==> config.mk <==
export PLATFORM = sky130hd
export DESIGN_NAME = fcse_host
export DESIGN_NICKNAME = d
export VERILOG_FILES = /design/src/fcse_pkg.sv /design/src/fcse_cycle.sv /design/src/fcse_host.sv
export SDC_FILE = /design/constraint.sdc
export NUM_CORES = 1
export LEC_CHECK = 0
export ABC_AREA = 1
export BUFFER_PORTS_ARGS = -buffer_cell sky130_fd_sc_hd__clkbuf_2
export CAP_MARGIN = 20
export CORE_AREA = 10 10 113 155
export CTS_BUF_LIST = sky130_fd_sc_hd__clkbuf_4 sky130_fd_sc_hd__clkbuf_8
export CTS_CLUSTER_DIAMETER = 60
export DETAILED_ROUTE_END_ITERATION = 10
export DIE_AREA = 0 0 123 165
export PLACE_DENSITY_LB_ADDON = 0.3
export SYNTH_ARGS = -nofsm -noshare
export SYNTH_HDL_FRONTEND = slang
export SYNTH_HIERARCHICAL = 1
export SYNTH_SLANG_ARGS = --single-unit
==> constraint.sdc <==
create_clock -name clk -period 5.6 [get_ports clk]
set_input_delay 0 -clock clk [delete_from_list [all_inputs] [get_ports clk]]
set_output_delay 0 -clock clk [all_outputs]
set_load 0.005 [all_outputs]
==> src/fcse_pkg.sv <==
// constants and helper functions for the sector erase host controller
// Summary of operation
// - word access drives both byte enables low
// - host A0 picks byte enable, rest shifts down
// - host supplies A0..A21 or A0..A22 by size
// - reset command aborts erase, sector left undefined
// - host polls at any address in erasing sector
// - host polls with a valid sector address
// - host holds or restores sector address while polling
// - host issues six writes ending with 30h
package fcse_pkg;
	localparam int CLK_PERIOD_NS = 25;
	localparam int WE_PULSE_NS = 100;
	localparam int WE_PULSE_CYC = (WE_PULSE_NS + CLK_PERIOD_NS - 1) / CLK_PERIOD_NS;
	localparam int READ_ACC_NS = 150;
	localparam int READ_ACC_CYC = (READ_ACC_NS + CLK_PERIOD_NS - 1) / CLK_PERIOD_NS;
	localparam int POLL_GAP_NS = 1000;
	localparam int POLL_GAP_CYC = (POLL_GAP_NS + CLK_PERIOD_NS - 1) / CLK_PERIOD_NS;
	localparam int ERASE_TMO_US = 100;
	localparam int ERASE_TMO_CYC = (ERASE_TMO_US * 1000 + CLK_PERIOD_NS - 1) / CLK_PERIOD_NS;
	localparam int HOST_AW = 23;
	localparam int CARD_AW = 22;
	localparam int DW = 16;
	localparam int SECTOR_LSB = 16;
	localparam int SECTOR_MSB = 20;
	localparam int PAIR_BIT = 21;
	localparam int EVEN_STATUS_POS = 7;
	localparam int ODD_STATUS_POS = 15;
	localparam logic [7:0] REG_CTRL = 8'h00;
	localparam logic [7:0] REG_ADDR = 8'h04;
	localparam logic [7:0] REG_STATUS = 8'h08;
	localparam logic [7:0] REG_IRQ_STAT = 8'h0C;
	localparam logic [7:0] REG_IRQ_MASK = 8'h10;
	localparam int CTRL_START = 0;
	localparam int CTRL_ABORT = 1;
	localparam int CTRL_WORD = 2;
	localparam int CTRL_BIG = 3;
	localparam int CTRL_BUSY_MODE = 4;
	localparam int NUM_EV = 3;
	localparam int EV_DONE = 0;
	localparam int EV_ABORT = 1;
	localparam int EV_REFUSED = 2;
	localparam logic [2:0] MODE_RST = 3'h0;
	localparam logic [NUM_EV-1:0] MASK_RST = 3'h0;
	localparam logic [7:0] CMD_UNLOCK1 = 8'hAA;
	localparam logic [7:0] CMD_UNLOCK2 = 8'h55;
	localparam logic [7:0] CMD_SETUP = 8'h80;
	localparam logic [7:0] CMD_SECTOR_ERASE = 8'h30;
	localparam logic [7:0] CMD_RESET = 8'hF0;
	localparam logic [2:0] LAST_STEP = 3'h5;

	function automatic logic [7:0] cmd_step(input logic [2:0] step);
		unique case (step)
			3'h0, 3'h3: cmd_step = CMD_UNLOCK1;
			3'h1, 3'h4: cmd_step = CMD_UNLOCK2;
			3'h2: cmd_step = CMD_SETUP;
			default: cmd_step = CMD_SECTOR_ERASE;
		endcase
	endfunction : cmd_step

	// commands sit on the lane of the byte addressed, on both lanes for a word pair
	function automatic logic [DW-1:0] lane_data(input logic [7:0] cmd, input logic word, input logic a0);
		if (word)
			lane_data = {cmd, cmd};
		else if (a0)
			lane_data = {cmd, 8'h00};
		else
			lane_data = {8'h00, cmd};
	endfunction : lane_data

	function automatic logic [CARD_AW-1:0] card_of(input logic [HOST_AW-1:0] host, input logic big);
		card_of = host[HOST_AW-1:1];
		if (!big)
			card_of[PAIR_BIT] = 1'b0;
	endfunction : card_of

	function automatic logic status_ok(input logic [DW-1:0] d, input logic word, input logic a0);
		if (word)
			status_ok = d[EVEN_STATUS_POS] & d[ODD_STATUS_POS];
		else
			status_ok = a0 ? d[ODD_STATUS_POS] : d[EVEN_STATUS_POS];
	endfunction : status_ok

	function automatic logic [31:0] wmask(input logic [31:0] old, input logic [31:0] nv, input logic [3:0] sel);
		for (int i = 0; i < 4; i++)
			wmask[i*8 +: 8] = sel[i] ? nv[i*8 +: 8] : old[i*8 +: 8];
	endfunction : wmask
endpackage : fcse_pkg

==> src/fcse_cycle.sv <==
// one card bus cycle: enables, write or output strobe, hold
`timescale 1ns/10ps
module fcse_cycle (
	input wire logic clk,
	input wire logic rst,
	input wire logic start,
	input wire logic wr,
	input wire logic [fcse_pkg::CARD_AW-1:0] addr,
	input wire logic cel_n,
	input wire logic ceh_n,
	input wire logic [fcse_pkg::DW-1:0] wdata,
	input wire logic [fcse_pkg::DW-1:0] card_rdata,
	output logic done,
	output logic [fcse_pkg::DW-1:0] rdata,
	output logic [fcse_pkg::CARD_AW-1:0] card_addr,
	output logic [fcse_pkg::DW-1:0] card_wdata,
	output logic card_data_oe,
	output logic low_byte_enable_n,
	output logic high_byte_enable_n,
	output logic write_enable_n,
	output logic output_enable_n
);
	import fcse_pkg::*;
	typedef enum logic [3:0] {
		CY_IDLE = 4'b0001,
		CY_SETUP = 4'b0010,
		CY_STROBE = 4'b0100,
		CY_HOLD = 4'b1000
	} fcse_phase_type;
	typedef struct packed {
		fcse_phase_type ph;
		logic [3:0] cnt;
		logic wr;
		logic done;
		logic [DW-1:0] rdata;
		logic [CARD_AW-1:0] addr;
		logic [DW-1:0] wdata;
		logic oe;
		logic cel_n;
		logic ceh_n;
		logic we_n;
		logic re_n;
	} fcse_cycle_type;
	fcse_cycle_type s_reg, s_next;

	always_comb begin
		s_next = s_reg;
		s_next.done = 1'b0;
		unique case (s_reg.ph)
			CY_IDLE: if (start) begin
				// address stays on the pins after the cycle, so polls keep it
				s_next.addr = addr;
				s_next.wdata = wdata;
				s_next.wr = wr;
				s_next.oe = wr;
				s_next.cel_n = cel_n;
				s_next.ceh_n = ceh_n;
				s_next.ph = CY_SETUP;
			end
			CY_SETUP: begin
				s_next.we_n = ~s_reg.wr;
				s_next.re_n = s_reg.wr;
				s_next.cnt = s_reg.wr ? 4'(WE_PULSE_CYC - 1) : 4'(READ_ACC_CYC - 1);
				s_next.ph = CY_STROBE;
			end
			CY_STROBE: if (s_reg.cnt == 4'h0) begin
				// the card latches the command on this rising write strobe
				s_next.we_n = 1'b1;
				s_next.re_n = 1'b1;
				if (!s_reg.wr)
					s_next.rdata = card_rdata;
				s_next.ph = CY_HOLD;
			end else begin
				s_next.cnt = s_reg.cnt - 4'h1;
			end
			CY_HOLD: begin
				s_next.cel_n = 1'b1;
				s_next.ceh_n = 1'b1;
				s_next.oe = 1'b0;
				s_next.done = 1'b1;
				s_next.ph = CY_IDLE;
			end
		endcase
	end

	always_ff @(posedge clk or posedge rst) begin
		if (rst) begin
			s_reg <= '0;
			s_reg.ph <= CY_IDLE;
			s_reg.cel_n <= 1'b1;
			s_reg.ceh_n <= 1'b1;
			s_reg.we_n <= 1'b1;
			s_reg.re_n <= 1'b1;
		end else begin
			s_reg <= s_next;
		end
	end

	assign done = s_reg.done;
	assign rdata = s_reg.rdata;
	assign card_addr = s_reg.addr;
	assign card_wdata = s_reg.wdata;
	assign card_data_oe = s_reg.oe;
	assign low_byte_enable_n = s_reg.cel_n;
	assign high_byte_enable_n = s_reg.ceh_n;
	assign write_enable_n = s_reg.we_n;
	assign output_enable_n = s_reg.re_n;
endmodule : fcse_cycle

==> src/fcse_host.sv <==
// host controller that issues a sector erase to the card and waits for it to end
`timescale 1ns/10ps
module fcse_host (
	input wire logic clk,
	input wire logic rst,
	input wire logic wb_cyc_i,
	input wire logic wb_stb_i,
	input wire logic wb_we_i,
	input wire logic [7:0] wb_adr_i,
	input wire logic [3:0] wb_sel_i,
	input wire logic [31:0] wb_dat_i,
	output logic [31:0] wb_dat_o,
	output logic wb_ack_o,
	output logic irq,
	input wire logic [fcse_pkg::DW-1:0] card_rdata,
	input wire logic ready_busy_line,
	output logic [fcse_pkg::CARD_AW-1:0] card_addr,
	output logic [fcse_pkg::DW-1:0] card_wdata,
	output logic card_data_oe,
	output logic low_byte_enable_n,
	output logic high_byte_enable_n,
	output logic write_enable_n,
	output logic output_enable_n
);
	import fcse_pkg::*;
	typedef enum logic [4:0] {
		FC_IDLE = 5'b00001,
		FC_CMD = 5'b00010,
		FC_GAP = 5'b00100,
		FC_POLL = 5'b01000,
		FC_ABORT = 5'b10000
	} fcse_state_type;
	typedef struct packed {
		fcse_state_type st;
		logic [2:0] step;
		logic [HOST_AW-1:0] addr;
		logic word;
		logic big;
		logic use_busy;
		logic abort_pend;
		logic wait_cyc;
		logic cyc_start;
		logic cyc_wr;
		logic [DW-1:0] cyc_data;
		logic [11:0] gap;
		logic [NUM_EV-1:0] stat;
		logic [NUM_EV-1:0] mask;
		logic irq;
		logic ack;
		logic [31:0] dat_o;
		logic [DW-1:0] last;
	} fcse_main_type;
	fcse_main_type s_reg, s_next;
	logic cyc_done;
	logic [DW-1:0] cyc_rdata;

	fcse_cycle u_cycle (
		.clk(clk),
		.rst(rst),
		.start(s_reg.cyc_start),
		.wr(s_reg.cyc_wr),
		// enables and address come from the stored host address, so every poll reuses them
		.addr(card_of(s_reg.addr, s_reg.big)),
		.cel_n(s_reg.word ? 1'b0 : s_reg.addr[0]),
		.ceh_n(s_reg.word ? 1'b0 : ~s_reg.addr[0]),
		.wdata(s_reg.cyc_data),
		.card_rdata(card_rdata),
		.done(cyc_done),
		.rdata(cyc_rdata),
		.card_addr(card_addr),
		.card_wdata(card_wdata),
		.card_data_oe(card_data_oe),
		.low_byte_enable_n(low_byte_enable_n),
		.high_byte_enable_n(high_byte_enable_n),
		.write_enable_n(write_enable_n),
		.output_enable_n(output_enable_n)
	);

	always_comb begin
		logic acc;
		logic start_req;
		logic abort_req;
		logic kick;
		logic kick_wr;
		logic [7:0] kick_cmd;
		logic [NUM_EV-1:0] ev;
		logic [NUM_EV-1:0] clr;
		logic [31:0] w;
		acc = 1'b0;
		start_req = 1'b0;
		abort_req = 1'b0;
		kick = 1'b0;
		kick_wr = 1'b1;
		kick_cmd = CMD_RESET;
		ev = '0;
		clr = '0;
		w = '0;
		s_next = s_reg;
		s_next.cyc_start = 1'b0;
		s_next.ack = 1'b0;
		if (cyc_done)
			s_next.wait_cyc = 1'b0;
		// registered ack: a request still up in the ack cycle is not taken twice
		acc = wb_cyc_i && wb_stb_i && !s_reg.ack;
		if (acc) begin
			s_next.ack = 1'b1;
			unique case (wb_adr_i)
				REG_CTRL: s_next.dat_o = {27'h0, s_reg.use_busy, s_reg.big, s_reg.word, s_reg.abort_pend, 1'b0};
				REG_ADDR: s_next.dat_o = {9'h0, s_reg.addr};
				// sector number and pair of the stored address, seen from the card side
				REG_STATUS: s_next.dat_o = {s_reg.last, 2'h0, s_reg.addr[PAIR_BIT+1] & s_reg.big,
					s_reg.addr[SECTOR_MSB+1:SECTOR_LSB+1], 6'h0, ready_busy_line, s_reg.st != FC_IDLE};
				REG_IRQ_STAT: s_next.dat_o = {29'h0, s_reg.stat};
				REG_IRQ_MASK: s_next.dat_o = {29'h0, s_reg.mask};
				default: s_next.dat_o = 32'h0;
			endcase
			if (wb_we_i) begin
				unique case (wb_adr_i)
					REG_CTRL: begin
						w = wmask(32'h0, wb_dat_i, wb_sel_i);
						start_req = w[CTRL_START];
						abort_req = w[CTRL_ABORT];
						// mode and address only move while idle, so the pins stay coherent
						if (s_reg.st == FC_IDLE) begin
							w = wmask({27'h0, s_reg.use_busy, s_reg.big, s_reg.word, 2'h0}, wb_dat_i, wb_sel_i);
							s_next.word = w[CTRL_WORD];
							s_next.big = w[CTRL_BIG];
							s_next.use_busy = w[CTRL_BUSY_MODE];
						end
					end
					REG_ADDR: if (s_reg.st == FC_IDLE) begin
						w = wmask({9'h0, s_reg.addr}, wb_dat_i, wb_sel_i);
						s_next.addr = w[HOST_AW-1:0];
					end
					REG_IRQ_STAT: begin
						w = wmask(32'h0, wb_dat_i, wb_sel_i);
						clr = w[NUM_EV-1:0];
					end
					REG_IRQ_MASK: begin
						w = wmask({29'h0, s_reg.mask}, wb_dat_i, wb_sel_i);
						s_next.mask = w[NUM_EV-1:0];
					end
					default: ;
				endcase
			end
		end
		if (abort_req && s_reg.st != FC_IDLE)
			s_next.abort_pend = 1'b1;
		unique case (s_reg.st)
			FC_IDLE: begin
				s_next.abort_pend = 1'b0;
				if (start_req) begin
					s_next.step = 3'h0;
					kick = 1'b1;
					kick_cmd = cmd_step(3'h0);
					s_next.st = FC_CMD;
				end
			end
			FC_CMD: if (cyc_done) begin
				if (s_next.abort_pend) begin
					kick = 1'b1;
					s_next.st = FC_ABORT;
				end else if (s_reg.step == LAST_STEP) begin
					// the card's own 100 us timer runs first; only the busy line needs it
					s_next.gap = s_reg.use_busy ? 12'(ERASE_TMO_CYC - 1) : 12'(POLL_GAP_CYC - 1);
					s_next.st = FC_GAP;
				end else begin
					s_next.step = s_reg.step + 3'h1;
					kick = 1'b1;
					kick_cmd = cmd_step(s_reg.step + 3'h1);
				end
			end
			FC_GAP: if (s_next.abort_pend) begin
				kick = 1'b1;
				s_next.st = FC_ABORT;
			end else if (s_reg.gap == 12'h0) begin
				s_next.st = FC_POLL;
				if (!s_reg.use_busy) begin
					kick = 1'b1;
					kick_wr = 1'b0;
				end
			end else begin
				s_next.gap = s_reg.gap - 12'h1;
			end
			// the busy line needs no address, so watching it leaves the card pins untouched
			FC_POLL: if (s_reg.use_busy) begin
				if (ready_busy_line) begin
					ev[EV_DONE] = 1'b1;
					s_next.st = FC_IDLE;
				end else begin
					s_next.gap = 12'(POLL_GAP_CYC - 1);
					s_next.st = FC_GAP;
				end
			end else if (cyc_done) begin
				s_next.last = cyc_rdata;
				// the polled bit reads zero while the card is still erasing
				if (status_ok(cyc_rdata, s_reg.word, s_reg.addr[0])) begin
					ev[EV_DONE] = 1'b1;
					s_next.st = FC_IDLE;
				end else begin
					s_next.gap = 12'(POLL_GAP_CYC - 1);
					s_next.st = FC_GAP;
				end
			end
			FC_ABORT: if (cyc_done) begin
				// sector contents are now undefined; software must erase it again
				ev[EV_ABORT] = 1'b1;
				s_next.abort_pend = 1'b0;
				s_next.st = FC_IDLE;
			end
		endcase
		if (start_req && s_reg.st != FC_IDLE)
			ev[EV_REFUSED] = 1'b1;
		if (kick) begin
			s_next.cyc_start = 1'b1;
			s_next.cyc_wr = kick_wr;
			// lanes follow a mode written together with start, so the first unlock matches the enables
			s_next.cyc_data = lane_data(kick_cmd, s_next.word, s_next.addr[0]);
			s_next.wait_cyc = 1'b1;
		end
		// a clear meeting a new event in the same cycle loses, so no event is missed
		s_next.stat = (s_reg.stat & ~clr) | ev;
		s_next.irq = |(s_next.stat & s_next.mask);
	end

	always_ff @(posedge clk or posedge rst) begin
		if (rst) begin
			s_reg <= '0;
			s_reg.st <= FC_IDLE;
			{s_reg.use_busy, s_reg.big, s_reg.word} <= MODE_RST;
			s_reg.mask <= MASK_RST;
		end else begin
			s_reg <= s_next;
		end
	end

	assign wb_ack_o = s_reg.ack;
	assign wb_dat_o = s_reg.dat_o;
	assign irq = s_reg.irq;
endmodule : fcse_host

After elaboration in Yosys (flattened, before gate mapping):

Cells that the tools add are included.

* bitwise logic cells: 9
* eq/ne operators: 35
* reductions and logical operators: 30
* add/subtract/negate cells: 3
* multiplexer cells: 101

Operators by type and width (count)
* case mux 32 bit (5 select lines): 1
* 2-to-1 mux 12 bit: 10
* 2-to-1 mux 3 bit: 16
* 2-to-1 mux 5 bit: 8
* 2-to-1 mux 8 bit: 5
* 2-to-1 mux 1 bit: 39
* case mux 12 bit (3 select lines): 1
* 2-to-1 mux 33 bit: 1
* 2-to-1 mux 16 bit: 2
* case mux 5 bit (5 select lines): 1
* AND reduction 5 bit: 5
* case mux 8 bit (3 select lines): 1
* 2-to-1 mux 4 bit: 5
* 2-to-1 mux 18 bit: 1
* equality test 8 x 4 -> 1 bit, second input constant: 2
* case mux 4 bit (4 select lines): 1
* case mux 8 bit (2 select lines): 1
* != test 2 bit, second input constant: 7
* zero test 12 bit: 1
* != test 3 bit, second input constant: 4
* case mux 3 bit (2 select lines): 2
* subtractor 12 x 1 -> 12 bit, second input constant: 1
* AND reduction 2 bit: 5
* AND reduction 9 bit: 1
* 41 further kinds: 57

* flip-flop bits (word level): 190
* output and inout bits: 77
* input bits: 66

Longest topological paths before layout:

* depth after elaboration: 12
* depth in mapped cells: 12

Hierarchy:

Netlist, hierarchy kept.

Modules (own cells, without submodules)
* fcse_host: cells an instance 700, sequential area each 2929.1 um2, area each 5994.5 um2, times used 1
* fcse_cycle: cells an instance 376, sequential area each 1732.9 um2, area each 3204.3 um2, times used 1

Least setup slack after synthesis:

OpenSTA, ideal clock, no wires.

* path kind: reg-to-reg
* start: register s_reg[56] (netlist name)
* end: register s_reg[72] (netlist name)
* path buffers: 1
* arrival: 1.642 ns
* clock period less this slack: 1.708 ns
* cell stages (with the launch flop): 12
* slack: 3.892 ns
* path through: dfrtp_1 inv_1 ha_1 nand3_1 nor2_2 nand3_1 nand3_1 nand2_2 nand3_4 buf_6 nand3_1 nand2_1

* word-level cells in the longest chain between the ends: 4

RTL lines
* start, declared: line fcse_host.sv:53 `fcse_main_type s_reg, s_next;`
* start signal, assigned: line fcse_host.sv:233 `s_reg <= s_next;`
* zero test 12 bit: line fcse_host.sv:176 `end else if (s_reg.gap == 12'h0) begin`
* 2-to-1 mux 1 bit: line fcse_host.sv:176
* 2-to-1 mux 1 bit: line fcse_host.sv:173 `FC_GAP: if (s_next.abort_pend) begin`
* case mux 1 bit (3 select lines): line fcse_host.sv:149 `unique case (s_reg.st)`

No other way between the ends.
A chain may end at the register's enable or synchronous reset.

Worst setup path in the final report:

* start: input wb_adr_i[4]
* end: register s_reg (netlist bit wb_dat_o[25])

* word-level cells in the longest chain between the ends: 2
* elaborated cells between the ends (all ways): 6

RTL lines
* start, declared: line fcse_host.sv:9 `input wire logic [7:0] wb_adr_i,`
* equality test 8 x 5 -> 1 bit, or another cell as far along: line fcse_host.sv:107 `unique case (wb_adr_i)`
* case mux 32 bit (5 select lines) (*): line fcse_host.sv:107

Every way passes the cells marked *; elsewhere a longest branch is shown, timed or not.

==> flow_metrics.env <==
export IMPL_status="completed"
export IMPL_r2r_slack_ns=3.24
export IMPL_async_flop_share=1.00
export IMPL_power_density_nw_per_um2=322
export IMPL_synth_main_ff_cell="dfrtp_1"
export IMPL_start_kind="primary input"
export IMPL_path_max_fanout=16
export IMPL_p_leak_nw=5.50
export IMPL_hold_path_class="primary input to flop"
export IMPL_arrival_ns=2.74
export IMPL_setup_tns_ns=0
export IMPL_holdPathEnd="s_reg[53]$_DFF_PP0_"
export IMPL_root_buffer="clkbuf_8"
export IMPL_reg2reg_depth=6
export IMPL_drive_above_1_share=0.215
export IMPL_preCtsSetupSlack_ns=3.31
export IMPL_cts_tree="done"
export IMPL_grt_pass1_wl_mm=36.3
export IMPL_fin_crit_ns=2.38
export IMPL_drcViolationCount=0
export IMPL_track_usage=0.224
export IMPL_dieArea_um2=20300
export IMPL_whs_path_depth=4
export IMPL_synth_distinct_cells=39
export IMPL_grt_pass1_vias=7534
export IMPL_initial_core_util=0.634
export IMPL_avgViaCountPerCell=5.40
export IMPL_dr_total_vias=7403
export IMPL_synth_area_leader_cell="dfrtp_1"
export IMPL_p_total_mw=3.28
export IMPL_grt_start_max_net_pins=63
export IMPL_fin_util=0.701
export IMPL_end_kind="flop"
export IMPL_row_count=52
export IMPL_n_fill_cell=1120
export IMPL_path_class="primary input to flop"
export IMPL_setup_slack_ns=3.22
export IMPL_synth_area_per_cell_um2=8.55
export IMPL_drtIter0Drc=691
export IMPL_seq_area_frac_synth=0.507
export IMPL_rsz0062_at_grt="no"
export IMPL_yosysMostFrequentCell="nand2_1"
export IMPL_cap_viol_max_count=0
export IMPL_first_pass_iters=7
export IMPL_grt_antenna_before_repair=1
export IMPL_port_buffers=132
export IMPL_synth_edff_count=0
export IMPL_clk_latency_ns=0.47
export IMPL_post_dp_hpwl_mm=15.3
export IMPL_die_y_um=165
export IMPL_timing_final_crit_share=0.425
export IMPL_gr_total_overflow=0
export IMPL_detail_route_antenna_nets=0
export IMPL_clk_pin_slew_ns=0.10
export IMPL_gp_congestion=0.900
export IMPL_synth_nets=1149
export IMPL_synth_common_cells="364 x nand2_1, 180 x dfrtp_1, 87 x buf_4, 76 x inv_1, 69 x nor2_1"
export IMPL_wl_per_cell_um=16.3
export IMPL_synth_area_um2=9200
export IMPL_setup_viol=0
export IMPL_synthCells=1076
export IMPL_worstReg2RegStart="u_cycle/s_reg[65]$_DFFE_PP1P_"
export IMPL_r2r_end="u_cycle/card_addr[0]$_DFFE_PP0P_"
export IMPL_peakVddDrop_v=0.000195
export IMPL_synth_top_area_share=0.490
export IMPL_hold_start="wb_adr_i[2]"
export IMPL_timing_fmax_mhz=421
export IMPL_fin_nets=1239
export IMPL_ys_warnings_count=6
export IMPL_finalHoldViolations=0
export IMPL_drt_total_wl_mm=22.3
export IMPL_area_growth_pct=10.6
export IMPL_cts_sinks=186
export IMPL_worst_slew_pin_slew_ns=0.955
export IMPL_die_w_um=123
export IMPL_skew_ns=0.0162
export IMPL_largest_reg_flops=83
export IMPL_maxSlewViolCount=0
export IMPL_pin_count=143
export IMPL_holdWs_ns=0.0360
export IMPL_cts_path_max_buffers=2
export IMPL_ys_ff_latch=186
export IMPL_relSlewSlack=0.360
export IMPL_synth_area_top_cells="dfrtp_1 49%, nand2_1 15%, buf_4 7.1%, nand3_1 3.1%, inv_1 3.1%"
export IMPL_htreeDepth=4
export IMPL_required_ns=5.96
export IMPL_cts_buffers=17
export IMPL_core_area_um2=14500
## power breakdown
group | total, mW | internal, mW | switching [mW] | leakage (nW)
clock | 0.883 | 0.354 | 0.530 | 0.195
combinational | 0.817 | 0.279 | 0.538 | 2.83
sequential | 1.58 | 1.48 | 0.0995 | 2.48
## per-layer routing
| layer | part of all wire | GRT usage | vias to the layer above |
|---|---|---|---|
| li1 | - | - | 3522 |
| met1 | 0.39 | 0.261 | 3578 |
| met2 | 0.52 | 0.397 | 254 |
| met3 | 0.056 | 0.0448 | 49 |
| met4 | 0.029 | 0.0844 | 0 |
| met5 | 0 | 0 | - |
## cells by family after synthesis
kind of cell	after synthesis	synth area share
AO/OA/AOI/OAI	92	0.0563
flip-flops	186	0.507
multiplexers	25	0.0306
buffers and inverters	196	0.123
adder cells (fa/ha/maj)	7	0.00952
AND/OR/NAND/NOR	567	0.271
XOR/XNOR	3	0.00286
## critical path: stages
cell,delay (ns)
dlygate4sd3_1,0.55
clkbuf_2,0.13
nor2_1,0.13
nand2_2,0.15
nor3_2,0.75
nand3_1,0.64
o21ai_0,0.38
## layout make-up
type / count / area (um^2) / share of cell area
sequential: 186 / 4660 / 0.458
multi-input combinational: 694 / 3410 / 0.335
timing repair buffer: 181 / 1140 / 0.112
inverter: 86 / 325 / 0.0320
clock buffer: 19 / 262 / 0.0257
tap: 189 / 236 / 0.0233
clock inverter: 13 / 126 / 0.0124
antenna: 2 / 5.00 / 0.000492
## cell usage in the layout (no fill, tap or decap), drive strengths merged
| master | netlist | final |
|---|---|---|
| xor2 | 2 | 2 |
| clkinv | 1 | 4 |
| dlygate4sd3 | 0 | 46 |
| inv | 85 | 93 |
| a21boi | 1 | 1 |
| nand3b | 1 | 1 |
| mux2 | 25 | 25 |
| buf | 99 | 3 |
| ha | 7 | 7 |
| diode | 0 | 2 |
| o211ai | 1 | 1 |
| nand2 | 373 | 373 |
| o31ai | 1 | 1 |
| dfstp | 6 | 6 |
| clkbuf | 11 | 151 |
| nor2 | 84 | 84 |
| nand4 | 32 | 32 |
| a31oi | 1 | 1 |
| dfrtp | 180 | 180 |
| a22o | 6 | 6 |
| and2 | 1 | 1 |
| a21oi | 16 | 16 |
| xnor2 | 1 | 1 |
| clkinvlp | 0 | 2 |
| o21ai | 66 | 66 |
| nand3 | 64 | 64 |
| or2 | 2 | 2 |
| nor3 | 10 | 10 |
## how the worst max path moves through the flow
stage                     slack (ns)                           from                                 end
after floorplan                 2.50                            rst                       irq$_DFF_PP0_
after global placement          3.36  u_cycle/s_reg[65]$_DFFE_PP1P_   u_cycle/card_wdata[7]$_DFFE_PP0P_
after detailed placement        3.31  u_cycle/s_reg[65]$_DFFE_PP1P_    u_cycle/card_addr[0]$_DFFE_PP0P_
after CTS                       3.26  u_cycle/s_reg[65]$_DFFE_PP1P_  u_cycle/card_wdata[13]$_DFFE_PP0P_
after global routing            3.04                    wb_adr_i[4]            wb_dat_o[25]$_DFFE_PP0N_
final                           3.22                    wb_adr_i[4]            wb_dat_o[25]$_DFFE_PP0N_
## per-stage QoR
step / instances / area [um^2]
floorplan: 1076 / 9200
detailed placement: 1290 / 9320
finish: 1370 / 10200
CTS: 1368 / 10200
global route: 1369 / 10200
global placement: 1290 / 9320
## what timing repair did
| item | CTS | global route |
|---|---|---|
| hold endpoints to repair | 134 | 0 |
| setup buffers | 0 | 0 |
| hold buffers | 46 | 0 |
| endpoints found under the setup margin | 0 | 0 |
| resized for setup | 0 | 0 |
Power figures use the tool's default switching activity.
